$ cat config.mk
export PLATFORM = sky130hd
export DESIGN_NAME = svm_top
export DESIGN_NICKNAME = d
export VERILOG_FILES = /design/src/svm_pkg.sv /design/src/svm_smp_if.sv /design/src/svm_sampler.sv /design/src/svm_top.sv
export VERILOG_INCLUDE_DIRS = /design/src /design/src/src
export SDC_FILE = /design/constraint.sdc
export NUM_CORES = 1
export LEC_CHECK = 0
export BUFFER_PORTS_ARGS = -buffer_cell sky130_fd_sc_hd__buf_2
export CORE_ASPECT_RATIO = 1.2
export CORE_UTILIZATION = 50
export CTS_CLUSTER_DIAMETER = 30
export DETAILED_ROUTE_END_ITERATION = 10
export PLACE_DENSITY = 0.8
export SYNTH_ARGS = -nofsm -noshare
export SYNTH_HDL_FRONTEND = slang
export SYNTH_SLANG_ARGS = --single-unit
export TNS_END_PERCENT = 20
$ cat constraint.sdc
create_clock -name core_clk -period 5.1 [get_ports core_clk]
set_clock_uncertainty 0.15 [all_clocks]
set_input_delay 1.02 -clock core_clk [delete_from_list [all_inputs] [get_ports core_clk]]
set_output_delay 1.02 -clock core_clk [all_outputs]
set_load 0.1 [all_outputs]
$ cat src/svm_cfg.svh
// Offsets, field positions, reset values and counts for the supply monitor control.
// Assumes a 32-bit Avalon-MM slave port with byte addresses.
`ifndef SVM_CFG_SVH
`define SVM_CFG_SVH

// Register byte offsets
`define SVM_OFF_CTRL      4'h0
`define SVM_OFF_FLAG      4'h4
`define SVM_OFF_IE        4'h8

// Control register fields
`define SVM_CTL_SRC       15
`define SVM_CTL_SC_HI     14
`define SVM_CTL_SC_LO     13
`define SVM_CTL_LVL_HI    12
`define SVM_CTL_LVL_LO    8
`define SVM_CTL_ARM_HI    7
`define SVM_CTL_ARM_LO    4
`define SVM_CTL_MD_HI     2
`define SVM_CTL_MD_LO     1
`define SVM_CTL_EN        0

// Status and flag register fields, and interrupt enable bit
`define SVM_FLG_STATUS    8
`define SVM_FLG_IRQ       0
`define SVM_IE_BIT        0

// Reset values
`define SVM_CTRL_RST      16'h0000
`define SVM_IE_RST        1'b0
`define SVM_FLAG_RST      1'b0

// Codes
`define SVM_ARM_KEY       4'ha
`define SVM_MODE_CONT     2'h0
`define SVM_BASE_PERIOD   10'h080

// Stop countdown start after a disable; the stop state lasts one core clock more
`define SVM_STOP_CYC      3'h4

`endif

$ cat src/svm_pkg.sv
// Types shared by the supply monitor control files.
// Assumes svm_cfg.svh is on the include path.
package svm_pkg;

    // Detector life cycle
    typedef enum logic [2:0] {
        SVM_ST_OFF  = 3'b001,
        SVM_ST_RUN  = 3'b010,
        SVM_ST_STOP = 3'b100
    } svm_state_t;

    // Stored control fields; the enable bit is derived from the state
    typedef struct packed {
        logic       src;
        logic [1:0] sc;
        logic [4:0] lvl;
        logic [3:0] arm;
        logic [1:0] mode;
    } svm_ctrl_t;

endpackage : svm_pkg

$ cat src/svm_smp_if.sv
// Link between the register side and the detection sampler.
// Assumes both ends run on core_clk.
`timescale 1ns/1ps

interface svm_smp_if;
    logic       run;     // Detector running
    logic       init;    // Reinitialise sampling sequence
    logic [1:0] mode;    // Operation mode
    logic [1:0] sc;      // Successive count select
    logic       tick;    // One operating clock period
    logic       low;     // Synchronised comparator result
    logic       event_p; // Detection event

    modport ctl (output run, init, mode, sc, tick, low, input event_p);
    modport smp (input run, init, mode, sc, tick, low, output event_p);
endinterface : svm_smp_if

$ cat src/svm_sampler.sv
// Detection sampler: continuous or intermittent, with successive-low counting.
// Assumes tick is a one-cycle pulse per operating clock period on core_clk.
`timescale 1ns/1ps
`include "svm_cfg.svh"

module svm_sampler (
    input  wire logic core_clk, // System clock
    input  wire logic rst,      // Synchronous reset
    svm_smp_if.smp    sp        // Control link
);
    import svm_pkg::*;

    logic [9:0] div_r;
    logic [9:0] div_nxt;
    logic [3:0] cnt_r;
    logic [3:0] cnt_nxt;
    logic [9:0] period;
    logic [3:0] target;
    logic       ev;

    assign period     = `SVM_BASE_PERIOD << (sp.mode - 2'h1);
    assign target     = 4'h1 << sp.sc;
    assign sp.event_p = ev;

    ////////////////////////////////////////////////////////////////////////
    // Next divider and successive counter
    always_comb begin
        div_nxt = div_r;
        cnt_nxt = cnt_r;
        ev      = 1'b0;
        if (!sp.run || sp.init) begin
            div_nxt = 10'h000;
            cnt_nxt = 4'h0;
        end else if (sp.mode == `SVM_MODE_CONT) begin
            // Count select ignored here
            div_nxt = 10'h000;
            cnt_nxt = 4'h0;
            ev      = sp.low;
        end else if (sp.tick) begin
            if (div_r >= period - 10'h001) begin
                div_nxt = 10'h000;
                if (!sp.low) begin
                    cnt_nxt = 4'h0;
                end else if (cnt_r + 4'h1 >= target) begin
                    cnt_nxt = 4'h0;
                    ev      = 1'b1;
                end else begin
                    cnt_nxt = cnt_r + 4'h1;
                end
            end else begin
                div_nxt = div_r + 10'h001;
            end
        end
    end

    // Register only
    always_ff @(posedge core_clk) begin
        if (rst) begin
            div_r <= 10'h000;
            cnt_r <= 4'h0;
        end else begin
            div_r <= div_nxt;
            cnt_r <= cnt_nxt;
        end
    end

endmodule : svm_sampler

$ cat src/svm_top.sv
// Supply voltage monitor control: registers, enable sequence, flag and reset request.
// Assumes an Avalon-MM master on core_clk and an analog comparator outside the clock domain.
//
// The register addresses and the Avalon-MM interface to the registers were chosen for this implementation.
`timescale 1ns/1ps
`include "svm_cfg.svh"

// Overview of operation
// - Source select 1 routes external monitor pin, 0 routes core supply.
// - Intermittent event needs 1, 2, 4 or 8 successive lows per count field.
// - Successive count field is ignored in continuous mode.
// - Reset-arm 0xa makes events also issue reset; all events raise flag.
// - Mode 0 continuous; 1, 2, 3 sample every 128, 256, 512 op clocks.
// - Enable 1 starts detection, 0 stops it.
// - Disable resets detector, keeps settings and flag; enable reads 0 afterwards.
// - Changing count, arm or mode while running reinitialises detection.
// - Status bit 8 shows live comparison, 1 when below threshold.
// - Flag bit 0 set by detection; write 1 clears, 0 ignored.
// - Clearing flag while running reinitialises detection.
// - Interrupt enable bit 0 permits or blocks detection interrupts.
// - No interrupt while reset-arm is 0xa.
// - Interrupt request only while flag and enable are both 1.
// - Flag stays set after voltage recovers until software clears it.
// - Reset clears mode, count, interrupt enable; holds flag; releases when status 0.
// - Continuous mode sets flag whenever status is 1 while running.
module svm_top (
    input  wire logic        core_clk,        // System clock, 10 MHz
    input  wire logic        rst,             // Synchronous reset, active high
    input  wire logic [3:0]  avs_address,     // Byte address
    input  wire logic        avs_read,        // Read request
    input  wire logic        avs_write,       // Write request
    input  wire logic [31:0] avs_writedata,   // Write data
    input  wire logic [3:0]  avs_byteenable,  // Byte lanes
    output logic      [31:0] avs_readdata,    // Read data, registered
    output logic             avs_waitrequest, // Stall request
    input  wire logic        op_tick,         // One pulse per operating clock
    input  wire logic        cmp_low_in,      // Comparator result, asynchronous
    output logic             source_select,   // Comparator source select
    output logic      [4:0]  threshold_level, // Comparator threshold code
    output logic             cmp_enable,      // Comparator powered
    output logic             irq_req,         // Interrupt request
    output logic             sys_rst_req      // System reset request
);
    import svm_pkg::*;

    ////////////////////////////////////////////////////////////////////////
    // Declarations
    svm_smp_if  sp ();
    svm_ctrl_t  ctrl_r;
    svm_ctrl_t  ctrl_nxt;
    svm_state_t st_r;
    svm_state_t st_nxt;
    logic [2:0] stop_r;
    logic [2:0] stop_nxt;
    logic       flag_r;
    logic       flag_nxt;
    logic       ie_r;
    logic       ie_nxt;
    logic       rstq_r;
    logic       rstq_nxt;
    logic       ack_r;
    logic       ack_nxt;
    logic [31:0] rdata_r;
    logic [31:0] rdata_nxt;
    logic       low_meta_r;
    logic       low_sync_r;
    logic       init;
    logic       req;
    logic       wr_acc;
    logic [15:0] ctl_img;
    logic [15:0] ctl_new;
    logic       armed;
    // Stored-field reset image; bit 3 and enable are not kept
    localparam logic [15:0] ctrl_rst_img = `SVM_CTRL_RST;

    ////////////////////////////////////////////////////////////////////////
    // Byte-lane merge of a 16-bit register image
    // Lanes 2 and 3 are ignored; registers sit in the low half
    function automatic logic [15:0] merge16(input logic [15:0] old,
                                            input logic [31:0] wd,
                                            input logic [3:0]  be);
        logic [15:0] m;
        m = old;
        if (be[0]) begin
            m[7:0] = wd[7:0];
        end
        if (be[1]) begin
            m[15:8] = wd[15:8];
        end
        return m;
    endfunction : merge16

    // Control image as software sees it, enable from the state
    // Enable reads 1 through the stop countdown too
    function automatic logic [15:0] ctl_pack(input svm_ctrl_t c, input logic en);
        logic [15:0] v;
        v                                   = 16'h0000;
        v[`SVM_CTL_SRC]                     = c.src;
        v[`SVM_CTL_SC_HI:`SVM_CTL_SC_LO]    = c.sc;
        v[`SVM_CTL_LVL_HI:`SVM_CTL_LVL_LO]  = c.lvl;
        v[`SVM_CTL_ARM_HI:`SVM_CTL_ARM_LO]  = c.arm;
        v[`SVM_CTL_MD_HI:`SVM_CTL_MD_LO]    = c.mode;
        v[`SVM_CTL_EN]                      = en;
        return v;
    endfunction : ctl_pack

    ////////////////////////////////////////////////////////////////////////
    // Comparator result synchroniser; only the second stage is used
    // Comparator is not timed to core_clk; two
    // stages keep metastability off the flag logic
    always_ff @(posedge core_clk) begin
        if (rst) begin
            low_meta_r <= 1'b0;
            low_sync_r <= 1'b0;
        end else begin
            low_meta_r <= cmp_low_in;
            low_sync_r <= low_meta_r;
        end
    end

    ////////////////////////////////////////////////////////////////////////
    // Bus handshake: one wait cycle, then the access completes
    // Fixed stall on the first request cycle: each access takes
    // two cycles, traded for registered read data
    // ack_r drops by itself, so requests may run back to back
    assign req             = avs_read | avs_write;
    assign avs_waitrequest = req & ~ack_r;
    assign wr_acc          = avs_write & ack_r;
    assign ctl_img         = ctl_pack(ctrl_r, st_r != SVM_ST_OFF);
    assign ctl_new         = merge16(ctl_img, avs_writedata, avs_byteenable);
    assign armed           = (ctrl_r.arm == `SVM_ARM_KEY);

    // Read data prepared in the wait cycle so it stands at the accept edge
    // Status lags the pin by two cycles and wanders
    // while the detector is off
    always_comb begin
        ack_nxt   = req & ~ack_r;
        rdata_nxt = rdata_r;
        if (avs_read && !ack_r) begin
            rdata_nxt = 32'h0000_0000;
            unique case (avs_address)
                `SVM_OFF_CTRL: rdata_nxt[15:0] = ctl_img;
                `SVM_OFF_FLAG: begin
                    rdata_nxt[`SVM_FLG_STATUS] = low_sync_r;
                    rdata_nxt[`SVM_FLG_IRQ]    = flag_r;
                end
                `SVM_OFF_IE:   rdata_nxt[`SVM_IE_BIT] = ie_r;
                default:       rdata_nxt = 32'h0000_0000;
            endcase
        end
    end

    always_ff @(posedge core_clk) begin
        if (rst) begin
            ack_r   <= 1'b0;
            rdata_r <= 32'h0000_0000;
        end else begin
            ack_r   <= ack_nxt;
            rdata_r <= rdata_nxt;
        end
    end

    assign avs_readdata = rdata_r;

    ////////////////////////////////////////////////////////////////////////
    // Control, flag and enable sequence next state
    // Later blocks win: writes, countdown, event, reset forcing;
    // but a flag clear pulses init while running, so no event shares its cycle
    always_comb begin
        ctrl_nxt = ctrl_r;
        st_nxt   = st_r;
        stop_nxt = stop_r;
        flag_nxt = flag_r;
        ie_nxt   = ie_r;
        rstq_nxt = rstq_r;
        init     = 1'b0;

        // Control register write
        // Count field only lands while the stored mode is not 0
        if (wr_acc && avs_address == `SVM_OFF_CTRL) begin
            ctrl_nxt.src  = ctl_new[`SVM_CTL_SRC];
            ctrl_nxt.lvl  = ctl_new[`SVM_CTL_LVL_HI:`SVM_CTL_LVL_LO];
            ctrl_nxt.arm  = ctl_new[`SVM_CTL_ARM_HI:`SVM_CTL_ARM_LO];
            ctrl_nxt.mode = ctl_new[`SVM_CTL_MD_HI:`SVM_CTL_MD_LO];
            if (ctrl_r.mode != `SVM_MODE_CONT) begin
                ctrl_nxt.sc = ctl_new[`SVM_CTL_SC_HI:`SVM_CTL_SC_LO];
            end
            if (st_r == SVM_ST_RUN && (ctrl_nxt.sc != ctrl_r.sc ||
                ctrl_nxt.arm != ctrl_r.arm || ctrl_nxt.mode != ctrl_r.mode)) begin
                init = 1'b1;
            end
            // Enable: a 1 during the stop sequence is not honoured
            // Software polls the bit first; an early 1 would
            // restart the detector without its reset
            if (ctl_new[`SVM_CTL_EN] && st_r == SVM_ST_OFF) begin
                st_nxt = SVM_ST_RUN;
            end else if (!ctl_new[`SVM_CTL_EN] && st_r == SVM_ST_RUN) begin
                st_nxt   = SVM_ST_STOP;
                stop_nxt = `SVM_STOP_CYC;
            end
        end

        // Flag clear by writing 1; 0 ignored
        // Lane 0 only; writing 0 leaves the flag alone
        if (wr_acc && avs_address == `SVM_OFF_FLAG && avs_byteenable[0] &&
            avs_writedata[`SVM_FLG_IRQ]) begin
            flag_nxt = 1'b0;
            if (st_r == SVM_ST_RUN) begin
                init = 1'b1;
            end
        end

        // Interrupt enable write
        // Other bits are not stored and read 0
        if (wr_acc && avs_address == `SVM_OFF_IE && avs_byteenable[0]) begin
            ie_nxt = avs_writedata[`SVM_IE_BIT];
        end

        // Internal reset of the detector, settings and flag untouched
        // Sampler clears as soon as run drops; the count holds
        // the enable readback at 1 and blocks a new enable meanwhile
        if (st_r == SVM_ST_STOP) begin
            if (stop_r == 3'h0) begin
                st_nxt = SVM_ST_OFF;
            end else begin
                stop_nxt = stop_r - 3'h1;
            end
        end

        // Detection event; never in the cycle of a flag clear, which pulses init
        // Flag also marks a reset cause for software
        if (sp.event_p) begin
            flag_nxt = 1'b1;
            if (armed) begin
                rstq_nxt = 1'b1;
            end
        end

        // Reset state forces continuous mode and blocks interrupts
        // Forced every cycle so software cannot re-arm it while
        // the supply is low; release needs clean status, no event
        if (rstq_r) begin
            ctrl_nxt.mode = `SVM_MODE_CONT;
            ctrl_nxt.sc   = 2'h0;
            ie_nxt        = 1'b0;
            if (!low_sync_r && !sp.event_p) begin
                rstq_nxt = 1'b0;
            end
        end
    end

    // Register only
    // Plain registers; all decisions sit in the block above
    always_ff @(posedge core_clk) begin
        if (rst) begin
            ctrl_r <= svm_ctrl_t'({ctrl_rst_img[15:4], ctrl_rst_img[2:1]});
            st_r   <= SVM_ST_OFF;
            stop_r <= 3'h0;
            flag_r <= `SVM_FLAG_RST;
            ie_r   <= `SVM_IE_RST;
            rstq_r <= 1'b0;
        end else begin
            ctrl_r <= ctrl_nxt;
            st_r   <= st_nxt;
            stop_r <= stop_nxt;
            flag_r <= flag_nxt;
            ie_r   <= ie_nxt;
            rstq_r <= rstq_nxt;
        end
    end

    ////////////////////////////////////////////////////////////////////////
    // Sampler link
    // A field write that changes the period also pulses
    // init, so the new period starts from zero
    assign sp.run  = (st_r == SVM_ST_RUN);
    assign sp.init = init;
    assign sp.mode = ctrl_r.mode;
    assign sp.sc   = ctrl_r.sc;
    assign sp.tick = op_tick;
    assign sp.low  = low_sync_r;

    svm_sampler u_smp (
        .core_clk (core_clk),
        .rst      (rst),
        .sp       (sp.smp)
    );

    ////////////////////////////////////////////////////////////////////////
    // Outputs; a detection under reset-arm never reaches the interrupt line
    // irq_req is a gate of registers; it follows a flag
    // clear or enable write one cycle after the access
    assign source_select   = ctrl_r.src;
    assign threshold_level = ctrl_r.lvl;
    assign cmp_enable      = (st_r == SVM_ST_RUN);
    assign irq_req         = flag_r & ie_r & ~armed;
    assign sys_rst_req     = rstq_r;

endmodule : svm_top

* Word-level counts from Yosys, hierarchy flattened
Index checks and enable logic that the tools add are counted.
Cells by class: add/sub/neg operators 5, multiply operators 0, div/mod/pow operators 0, magnitude comparators 2, equality and inequality tests 10, shift-type cells 2, multiplexer cells 37, bitwise operators 7, reduce and logical (&&, ||, !) cells 28
Operators by type and width (count):
- 2-to-1 mux 3 bit | 10
- 2-to-1 mux 7 bit | 3
- 2-to-1 mux 1 bit | 16
- logical AND 1 bit | 11
- adder 10 x 1 -> 10 bit (second input constant) | 1
- >= comparator 10 bit | 1
- 2-to-1 mux 10 bit | 1
- << shifter 8 x 2 -> 10 bit (first input constant) | 1
- subtractor 10 x 1 -> 10 bit (second input constant) | 1
- equality test 4 bit (second input constant) | 2
- 2-to-1 mux 4 bit | 2
- 2-to-1 mux 8 bit | 1
- zero test 1 bit | 5
- adder 4 x 1 -> 4 bit (second input constant) | 1
- AND 1 bit | 4
- equality test 4 x 3 -> 1 bit (second input constant) | 1
- >= comparator 4 bit | 1
- zero test 4 bit | 1
- 2-to-1 mux 2 bit | 2
- != test 2 bit | 2
- != test 4 bit | 1
- AND reduction 2 bit | 2
- nonzero test 2 bit | 2
- << shifter 1 x 2 -> 4 bit (first input constant) | 1
- 15 further kinds | 18
Storage, ports and cells: flip-flop bits (word level) 56, bits in latches 0, memory bits (writable) 0, memory bits (read-only) 0, bits of input ports 46, memories 0

* Longest topological paths before layout
Gate-level depths: netlist of the first run.
word-level depth 17, gate-level depth with buffers 10, mapped depth without buffers 9

* Modules after synthesis
From an unflattened synthesis of the first run, not the netlist that was laid out.
Unflattened totals: cell total of the unflattened synthesis 330, area total of the unflattened synthesis 2830.2 µm²
By module, submodules not included:
- svm_top | instances 1, cells an instance 228, area each 1941.9 µm², seq. area each 820.8 µm²
- svm_sampler | instances 1, cells an instance 102, area each 888.4 µm², seq. area each 280.3 µm²

* Worst setup path after synthesis of the first run
OpenSTA, ideal clock, no wires.
path kind input port to output port, from input port avs_write, to output port avs_waitrequest, arrival time 2.316 ns, required time 3.930 ns, setup slack 1.614 ns, cell stages on the path 2, buffers on the path 0, path through nor2_1 > nor2_1
On the way: cells in the longest elaborated chain, start to end 2
RTL lines:
- start: declaration | RTL line svm_top.sv:31 | input wire logic avs_write,
- OR 1 bit | RTL line svm_top.sv:126 | assign req = avs_read | avs_write;
- AND 1 bit | RTL line svm_top.sv:127 | assign avs_waitrequest = req & ~ack_r;
- end: declaration | RTL line svm_top.sv:35 | output logic avs_waitrequest,
No other way between the ends.

* Worst setup path in the final report of the first run
from input port avs_address[1], to register u_smp.div_r[8]
On the way: cells in the longest elaborated chain, start to end 7, elaborated cells between the ends (all ways) 11, classes of those cells eq/ne: 1; mux: 3; reduce/logical: 7
RTL lines:
- start: declaration | RTL line svm_top.sv:29 | input wire logic [3:0] avs_address,
- zero test 4 bit / equality test 4 x 3 -> 1 bit (equally long branches)
- logical AND 1 bit (no line)
- 2-to-1 mux 1 bit / logical AND 1 bit (equally long branches) | RTL line svm_top.sv:180, svm_top.sv:205
- 2-to-1 mux 1 bit / logical AND 1 bit (equally long branches) | RTL line svm_top.sv:208, svm_top.sv:205
- 2-to-1 mux 1 bit (*) | RTL line svm_top.sv:205 | if (wr_acc && avs_address == `SVM_OFF_FLAG && avs_byteenable[0] &&
- logical OR 1 bit (*) | RTL line svm_sampler.sv:31 | if (!sp.run || sp.init) begin
- OR reduction 3 bit (no line) (*)
- end signal: assignment | RTL line svm_sampler.sv:62 | div_r <= div_nxt;
- end: declaration | RTL line svm_sampler.sv:13 | logic [9:0] div_r;
Mark *: on every way between the ends. The rest lies on a longest branch, timed or not. A chain may end at the register's enable or synchronous reset.

==> impl_metrics.csv, run 1 <==
group,metric,value,unit
setup_path,reg2regPathDepth,8,
drt,drt-total-wl,5.72,mm
global_route,track_usage,0.197,
clock_tree,clock_latency,0.31,ns
clock_tree,cts_buffers,5,
setup_path,r2r_slack,2.59,ns
clock_tree,cts_tree,"done",
pwr,power.density,256,nW/µm²
timing,fin_crit_sh,0.596,
finish,area_delta_synth_final,8.83,%
drt,vias,2389,
global_route,grt_overflow,0,
clock_tree,clk_pin_slew_worst_paths,0.10,ns
die,fp.dieH,84.5,µm
clock_tree,post_cts_buffers,0,
clock_tree,cts_resized,0,
min_path,hold_end,"low_sync_r",
timing,timing.final.ws_setup,2.06,ns
synthesis,synth-edff-count,0,
timing,slew_headroom,0.306,
min_path,holdPathStages,1,
die,die_x,70.7,µm
finish,antennaDiodeCount,0,
setup_path,r2r-end,"sys_rst_req",
global_route,grt_pass1_vias,2223,
timing,rsz0062_at_grt,"no",
synthesis,synthFlopType,"dfxtp_1",
clock_tree,hold_buffers,0,
status,status,"completed",
synthesis,ys.warnings.count,0,
timing,worst_pin_slew,1.04,ns
placement,portBuffers,51,
setup_path,required,5.13,ns
drt,drc_errors,0,
die,fp.coreArea,5370,µm²
pwr,power.leakage,1.25,nW
synthesis,syn_inst,335,
drt,wl_per_cell,13.1,µm
die,row_count,29,
timing,setup_violations,0,
min_path,hp-start,"low_meta_r",
synthesis,ys_types,46,
setup_path,end_kind,"flop",
setup_path,cp-start-kind,"input pin",
timing,hold_viol,0,
timing,fmax,329,MHz
setup_path,cp.arrival,3.07,ns
synthesis,synthArstFlopShare,0,
clock_tree,clock-sinks,55,
synthesis,netlist_area,2830,µm²
setup_path,crit_type,"in2reg",
clock_tree,cts_root_buffer,"clkbuf_8",
setup_path,path_max_fanout,18,
drt,antenna_left,0,
clock_tree,clock_path_buffers,2,
finish,drive_above_1_share,0.171,
synthesis,synth_seq_area_share,0.389,
drt,firstDrtPassIters,4,
finish,regArea,1100,µm²
placement,dpl.hpwl,4.26,mm
global_route,antenna_found_initial,0,
min_path,min_path_type,"reg2reg",
setup_path,reg2reg_from,"sp.mode[0]",
die,fp.dieArea,5970,µm²
timing,min_period,3.04,ns
global_route,grt_pass1_wl,9.62,mm
flow_run,cap_violations,0,
placement,pre_cts_ws,1.67,ns
global_route,grt_max_degree,41,
placement,place_congestion,0.860,
die,initial_core_util,0.527,
die,io_pins,88,
timing,setup_tns,0,ns
synthesis,ys_ff_latch,55,
synthesis,synth.avg_cell_area,8.46,µm²
finish,fillers,511,
finish,multi_input_area,1520,µm²
pwr,ir_drop,0.146,mV
drt,avgViaCountPerCell,5.47,
finish,nNetsFinal,433,
drt,drt_iter0_markers,106,
timing,drv_slew,0,
clock_tree,cts_max_level,2,
[logic make-up after synthesis]
family | share of synthesized area
buffers and inverters | 0.0950
adders and majority gates | 0.0574
other | 0.00132
AOI/OAI and AO/OA | 0.124
and+or+nand+nor | 0.259
xor gates and xnor gates | 0.0495
DFF | 0.389
muxes | 0.0252
[worst max-delay path, stage by stage]
cell     delay [ns]
buf_2          0.13
nor4_4         0.79
and2_1         0.52
o41ai_2        0.19
nand4_2        0.32
nor3_1         0.09
[synthesized netlist by cell type (2+ instances only)]
cell type,number,area share
inv_1,10,0.013
nor3b_1,2,0.0053
nand4_1,7,0.015
nor2_1,21,0.028
nor2b_1,7,0.015
mux2i_1,6,0.021
and2_1,2,0.0044
a21o_1,5,0.013
buf_2,2,0.0035
nor3_1,18,0.032
nand2_1,34,0.045
nand3_1,27,0.048
dfxtp_1,55,0.39
buf_1,2,0.0027
nor4b_1,3,0.0093
ha_1,13,0.057
a21oi_1,34,0.060
xor2_1,10,0.031
nand2b_1,9,0.020
a31oi_1,2,0.0044
clkbuf_1,6,0.0079
nand4_2,2,0.0088
buf_4,24,0.064
xnor2_1,6,0.019
o21ai_0,2,0.0035
o21bai_1,2,0.0053
nand3b_1,2,0.0053
and3_1,3,0.0066
nand4b_1,2,0.0062
[power by group]
part	switching (mW)	internal, mW
Sequential	0.00235	0.432
Clock	0.145	0.0991
Combinational	0.0950	0.0163
[layout by cell type (no fill, tap or decap), types with 2 or more instances in the layout]
cell       n
nand4b_1   2
nor2b_1    7
xor2_1    10
a31oi_1    2
and2_1     2
nor4b_1    3
mux2i_1    6
a21oi_1   34
and3_1     3
nand3b_1   2
clkbuf_8   5
nand4_1    7
nand3_1   27
nor3b_1    2
xnor2_1    6
nand2b_1   9
inv_1     10
nor3_1    18
ha_1      13
buf_2     51
nand4_2    2
nand2_1   34
o21bai_1   2
a21o_1     5
conb_1    17
dfxtp_1   55
nor2_1    21
o21ai_0    2
[final cells by class]
class / count / share of cell area
tap: 62 / 0.0252
inverter: 10 / 0.0122
clock inverter: 2 / 0.00528
sequential: 55 / 0.357
multi-input combinational: 251 / 0.494
timing repair buffer: 51 / 0.0828
clock buffer: 6 / 0.0235
[sequential cells by signal, indices dropped and copies added (netlist names)]
signal / cells
ack_r: 1
avs_readdata: 15
ctl_img: 4
flag_r: 1
ie_r: 1
low_meta_r: 1
low_sync_r: 1
source_select: 1
sp.mode: 2
sp.sc: 2
st_r: 3
stop_r: 3
sys_rst_req: 1
threshold_level: 5
u_smp.cnt_r: 4
u_smp.div_r: 10
[per-stage QoR]
stage	cells	hold WS, ns	utilization	instance area, µm²	power (mW)
floorplan	351	0.264	-	2890	0.545
global placement	429	0.272	0.558	2990	0.554
detailed placement	429	0.287	0.558	2990	0.555
CTS	437	0.304	0.574	3080	0.795
global route	437	0.316	0.574	3080	0.815
finish	437	0.303	0.574	3080	0.790
[metal layers]
| layer | up-vias | global-route usage | share of wire |
|---|---|---|---|
| met5 | - | 0 | 0 |
| met4 | 0 | 0.0636 | 0.020 |
| met3 | 11 | 0.0420 | 0.045 |
| met2 | 56 | 0.357 | 0.50 |
| met1 | 1120 | 0.229 | 0.43 |
| li1 | 1202 | - | - |
[worst max path at each step]
stage	startpoint	to	slack [ns]
2_1_floorplan	avs_write	avs_waitrequest	1.61
3_3_place_gp	avs_address[1]	u_smp.div_r[8]	1.71
3_5_place_dp	avs_address[1]	u_smp.div_r[4]	1.67
4_1_cts	avs_address[1]	u_smp.div_r[8]	2.02
5_1_grt	avs_address[1]	u_smp.div_r[8]	1.89
6_report	avs_address[1]	u_smp.div_r[8]	2.06
Power figures use the tool's default switching activity.
==> run 2, diff against run 1 <==
ABC_AREA = 1   (was default)
CORE_UTILIZATION = 47   (was 50)
PLACE_DENSITY = 0.79   (was 0.8)
clock period = 2.7 ns   (was 5.1 ns; I/O delays follow)
==> impl_metrics.csv, run 2 <==
group,metric,value,unit
finish,design_area,3280,µm²
clock_tree,clk_pin_slew_worst_paths,0.10,ns
finish,fillers,589,
pwr,power.density,534,nW/µm²
finish,drive_above_1_share,0.162,
synthesis,ys_types,33,
drt,drc_errors,0,
setup_path,r2r_slack,0.38,ns
global_route,grt_pass1_vias,2219,
timing,min_period,2.32,ns
pwr,ir_drop,0.341,mV
global_route,grt_overflow,0,
placement,dpl-instance-area,3150,µm²
synthesis,yosys-top-cells-area,"dfxtp_1 (38%), nand2_1 (9.0%), o21ai_0 (6.8%)",
synthesis,ys.warnings.count,0,
placement,dpl.hpwl,4.42,mm
timing,setup_tns,0,ns
timing,rsz0062_at_grt,"no",
finish,layout_commonest_cell,"nand2_1",
finish,area_delta_synth_final,11.7,%
placement,portBuffers,51,
synthesis,syn_inst,412,
timing,setup_violations,0,
global_route,grt_max_degree,31,
synthesis,synth_top_area_cell,"dfxtp_1",
timing,fmax,431,MHz
timing,drv_slew,0,
die,fp.coreArea,6010,µm²
clock_tree,cts_max_level,2,
clock_tree,clock-sinks,55,
setup_path,path_max_fanout,7,
setup_path,end_kind,"flop",
min_path,min_path_type,"reg2reg",
clock_tree,post_cts_buffers,0,
setup_path,startpoint,"sp.mode[0]",
setup_path,cp-start-kind,"flop",
drt,drt_iter0_markers,125,
die,initial_core_util,0.488,
drt,firstDrtPassIters,4,
timing,hold_viol,0,
clock_tree,cts_buffers,5,
die,fp.dieH,88.5,µm
finish,layout_common_cells,"nand2_1 (69), dfxtp_1 (55), buf_2 (51), inv_1 (49), nor2_1 (44)",
die,io_pins,88,
drt,wl_per_cell,10.5,µm
clock_tree,clock_latency,0.30,ns
die,fp.dieArea,6560,µm²
setup_path,required,2.78,ns
synthesis,synth_seq_area_share,0.375,
synthesis,synthFlopType,"dfxtp_1",
clock_tree,clock_path_buffers,2,
timing,fin_crit_sh,0.860,
synthesis,netlist_area,2930,µm²
die,die_x,74.1,µm
min_path,hp-start,"low_meta_r",
pwr,power.leakage,1.47,nW
setup_path,cp.arrival,2.41,ns
global_route,antenna_found_initial,0,
setup_path,r2r-end,"u_smp.cnt_r[0]",
setup_path,crit_type,"reg2reg",
finish,nNetsFinal,515,
die,row_count,31,
synthesis,synthArstFlopShare,0,
status,status,"completed",
placement,place_congestion,0.825,
clock_tree,cts_tree,"done",
synthesis,synth-edff-count,0,
synthesis,synth.top_cells.by_count,"nand2_1 (70), dfxtp_1 (55), inv_1 (49), nor2_1 (44), o21ai_0 (40)",
synthesis,synth.avg_cell_area,7.12,µm²
drt,antenna_left,0,
finish,antennaDiodeCount,0,
drt,vias,2655,
synthesis,ys_ff_latch,55,
setup_path,setup.worst_path.end,"u_smp.cnt_r[0]",
flow_run,cap_violations,0,
setup_path,reg2reg_from,"sp.mode[0]",
setup_path,reg2regPathDepth,11,
clock_tree,cts_root_buffer,"clkbuf_8",
global_route,grt_pass1_wl,9.09,mm
global_route,track_usage,0.176,
synthesis,yosysMostFrequentCell,"nand2_1",
synthesis,synth.top_cell.area_share,0.375,
drt,avgViaCountPerCell,4.93,
finish,final_util,0.545,
finish,largest_reg_flops,15,
drt,drt-total-wl,5.64,mm
==> run 2: cell types whose count changed after synthesis, moves of 9 or more <==
cell | previous run | this run
inv_1 | 10 | 49
nand2_1 | 34 | 70
nand2b_1 | 9 | 0
nor2_1 | 21 | 44
nor3_1 | 18 | 9
o21ai_0 | 2 | 40
==> run 2: worst max-delay path: stages, from the launching register on <==
cell	delay (ns)
dfxtp_1	0.41
inv_1	0.10
ha_1	0.30
ha_1	0.27
nand2_1	0.06
nor2_1	0.10
nand2_1	0.06
nand2_1	0.12
nand2_2	0.11
nor3_1	0.34
mux2i_1	0.12
nor2_1	0.11
==> run 2: final cells by class <==
type	instances	area [µm²]	area share
clock buffers	6	82.6	0.0252
clock inverters	2	38.8	0.0118
inverters	51	191	0.0584
multi-input cells	289	1480	0.452
flip-flops and latches	55	1100	0.336
well taps	82	103	0.0313
repair buffers	54	278	0.0848
==> run 2: repair_timing <==
| item | 4_1_cts | 5_1_grt |
|---|---|---|
| hold buffers | 0 | 0 |
| endpoints found under the setup margin | 0 | 1 |
| gates resized for setup | 0 | 1 |
==> run 2: where the power goes <==
group	switching, mW	leakage (nW)	internal (mW)
Sequential	0.00916	0.446	0.830
Clock	0.258	0.0618	0.305
Combinational	0.297	0.960	0.0505
Total	0.565	1.47	1.19
==> run 2: per-stage QoR <==
step           hold slack, ns  std cells  setup slack (ns)  total power [mW]
2_1_floorplan           0.238        428             0.101              1.17
3_3_place_gp            0.240        531             0.385              1.20
3_5_place_dp            0.249        531             0.334              1.21
4_1_cts                 0.264        539             0.306              1.77
5_1_grt                 0.297        539            0.0835              1.82
6_report                0.261        539             0.377              1.75
==> run 2: kinds of logic after synthesis <==
group                    after synthesis  synth area share
other                                  1           0.00128
flip-flops                            55             0.375
buffers and inverters                 84             0.140
XOR/XNOR                               6            0.0179
AND/OR/NAND/NOR                      165             0.248
adder cells (fa/ha/maj)               13            0.0555
AO/OA/AOI/OAI                         87             0.158
multiplexers                           1           0.00341
==> run 2: layer usage <==
metal,GRT usage,share of wire,vias to the layer above
met1,0.195,0.44,1200
met4,0.0577,0.010,0
met2,0.331,0.50,58
met5,0,0,-
met3,0.0342,0.048,4
li1,-,-,1393
==> run 2: how the worst min path moves through the flow <==
stage | to | slack (ns) | cells past startpoint
after floorplan | low_sync_r | 0.24 | 2
after global placement | low_sync_r | 0.24 | 2
after detailed placement | low_sync_r | 0.25 | 2
after CTS | low_sync_r | 0.26 | 2
after global routing | low_meta_r | 0.30 | 3
final | low_sync_r | 0.26 | 2
==> run 3, diff against run 2 <==
RECOVER_POWER = 25   (was default)
==> impl_metrics.csv, run 3 (same netlist as run 2, synthesis figures left out) <==
group,metric,value,unit
status,status,"completed",
global_route,grt_pass1_wl,9.09,mm
clock_tree,clk_pin_slew_worst_paths,0.10,ns
placement,dpl.hpwl,4.42,mm
global_route,track_usage,0.176,
timing,slew_headroom,0.424,
timing,rsz0062_at_grt,"no",
die,die_x,74.1,µm
timing,setup_tns,0,ns
drt,firstDrtPassIters,5,
die,row_count,31,
clock_tree,cts_tree,"done",
finish,layout_common_cells,"nand2_1 (69), dfxtp_1 (55), inv_1 (50), buf_2 (50), nor2_1 (45)",
timing,fin_crit_sh,0.861,
drt,antenna_left,0,
pwr,power.density,536,nW/µm²
finish,design_area,3270,µm²
die,fp.dieArea,6560,µm²
drt,met2RoutedLength,2.82,mm
clock_tree,cts_buffers,5,
clock_tree,cts_max_level,2,
global_route,grt_overflow,0,
finish,nNetsFinal,515,
finish,layout_commonest_cell,"nand2_1",
drt,drt-met1-wl,2.45,mm
pwr,p_sw,567,µW
die,fp.coreArea,6010,µm²
global_route,grt_max_degree,31,
drt,top_layer_used,"met4",
finish,area_delta_synth_final,11.3,%
pwr,seq_power_share,0.479,
timing,setup_violations,0,
setup_path,cp-start-kind,"flop",
pwr,clkPwrFrac,0.323,
die,fp.dieH,88.5,µm
clock_tree,clock_latency,0.30,ns
setup_path,cp.arrival,2.41,ns
timing,fmax,430,MHz
pwr,ir_drop,0.342,mV
flow_run,cap_violations,0,
placement,dpl-instance-area,3150,µm²
timing,min_period,2.32,ns
timing,drv_slew,0,
drt,wl_met3,291,µm
clock_tree,post_cts_buffers,0,
placement,place_congestion,0.825,
drt,avgViaCountPerCell,4.92,
drt,drc_errors,0,
finish,antennaDiodeCount,0,
finish,largest_reg_flops,15,
drt,drt-total-wl,5.63,mm
finish,drive_above_1_share,0.151,
placement,portBuffers,51,
min_path,min_path_type,"reg2reg",
drt,vias,2650,
pwr,swShare,0.324,
setup_path,required,2.79,ns
setup_path,path_max_fanout,7,
pwr,internal-power,1.18,mW
pwr,power.leakage,1.46,nW
global_route,grt_pass1_vias,2219,
die,initial_core_util,0.488,
setup_path,crit_type,"reg2reg",
pwr,pwr-share-comb,0.198,
timing,worst_pin_slew,0.864,ns
die,io_pins,88,
timing,hold_viol,0,
drt,drt_iter0_markers,124,
clock_tree,clock_path_buffers,2,
setup_path,end_kind,"flop",
drt,wl_per_cell,10.4,µm
clock_tree,cts_root_buffer,"clkbuf_8",
global_route,antenna_found_initial,0,
clock_tree,clock-sinks,55,
## run 3: cell types whose count changed in the layout (fill, tap and decap cells not counted)
cell | before | now
buf_2 | 51 | 50
buf_4 | 3 | 1
clkbuf_1 | 0 | 3
inv_1 | 49 | 50
inv_2 | 2 | 1
nor2_1 | 44 | 45
nor2_2 | 3 | 2
## run 3: timing repair
action	in CTS	in global routing
setup endpoints to repair	0	1
resized for setup	0	1
hold buffers	0	0
hold endpoints to repair	0	0
## run 3: worst paths after layout
path	from	endpoint	slack (ns)	cells after the start
hold / removal	low_meta_r	low_sync_r	0.26	2
setup reg to reg	sp.mode[0]	u_smp.cnt_r[0]	0.38	11
setup / recovery	sp.mode[0]	u_smp.cnt_r[0]	0.38	11
hold reg to reg	low_meta_r	low_sync_r	0.26	2
## run 3: metrics by stage
step,std cells,setup WS [ns],utilization,power (mW),hold WS (ns)
6_report,539,0.376,0.543,1.75,0.261
5_1_grt,539,0.0835,0.543,1.82,0.297
4_1_cts,539,0.306,0.545,1.77,0.264
3_5_place_dp,531,0.334,0.524,1.21,0.249
3_3_place_gp,531,0.385,0.524,1.20,0.240
2_1_floorplan,428,0.101,-,1.17,0.238
## run 3: area by class of cell
cell class              instances  area [µm²]
clock buffers                   6        82.6
clock inverters                 2        38.8
fillers                       593        2750
repair buffers                 54         269
well taps                      82         103
flip-flops and latches         55        1100
inverters                      51         191
multi-input cells             289        1480
## run 3: power groups by stage
stage / Sequential [mW] / Clock (mW) / Combinational (mW)
floorplan: 0.968 / 0 / 0.203
global placement: 0.858 / 0 / 0.345
detailed placement: 0.858 / 0 / 0.347
CTS: 0.839 / 0.587 / 0.348
global route: 0.842 / 0.608 / 0.366
finish: 0.839 / 0.566 / 0.346
## run 3: worst max-delay path, cell delays in order (launching register included)
cell,delay [ns]
dfxtp_1,0.41
inv_1,0.10
ha_1,0.31
ha_1,0.27
nand2_1,0.06
nor2_1,0.10
nand2_1,0.06
nand2_1,0.12
nand2_2,0.11
nor3_1,0.34
mux2i_1,0.12
nor2_1,0.11
## run 3: layer usage
metal	GRT usage	vias up
li1	-	1393
met1	0.195	1184
met2	0.331	69
met3	0.0342	4
met4	0.0577	0
met5	0	-
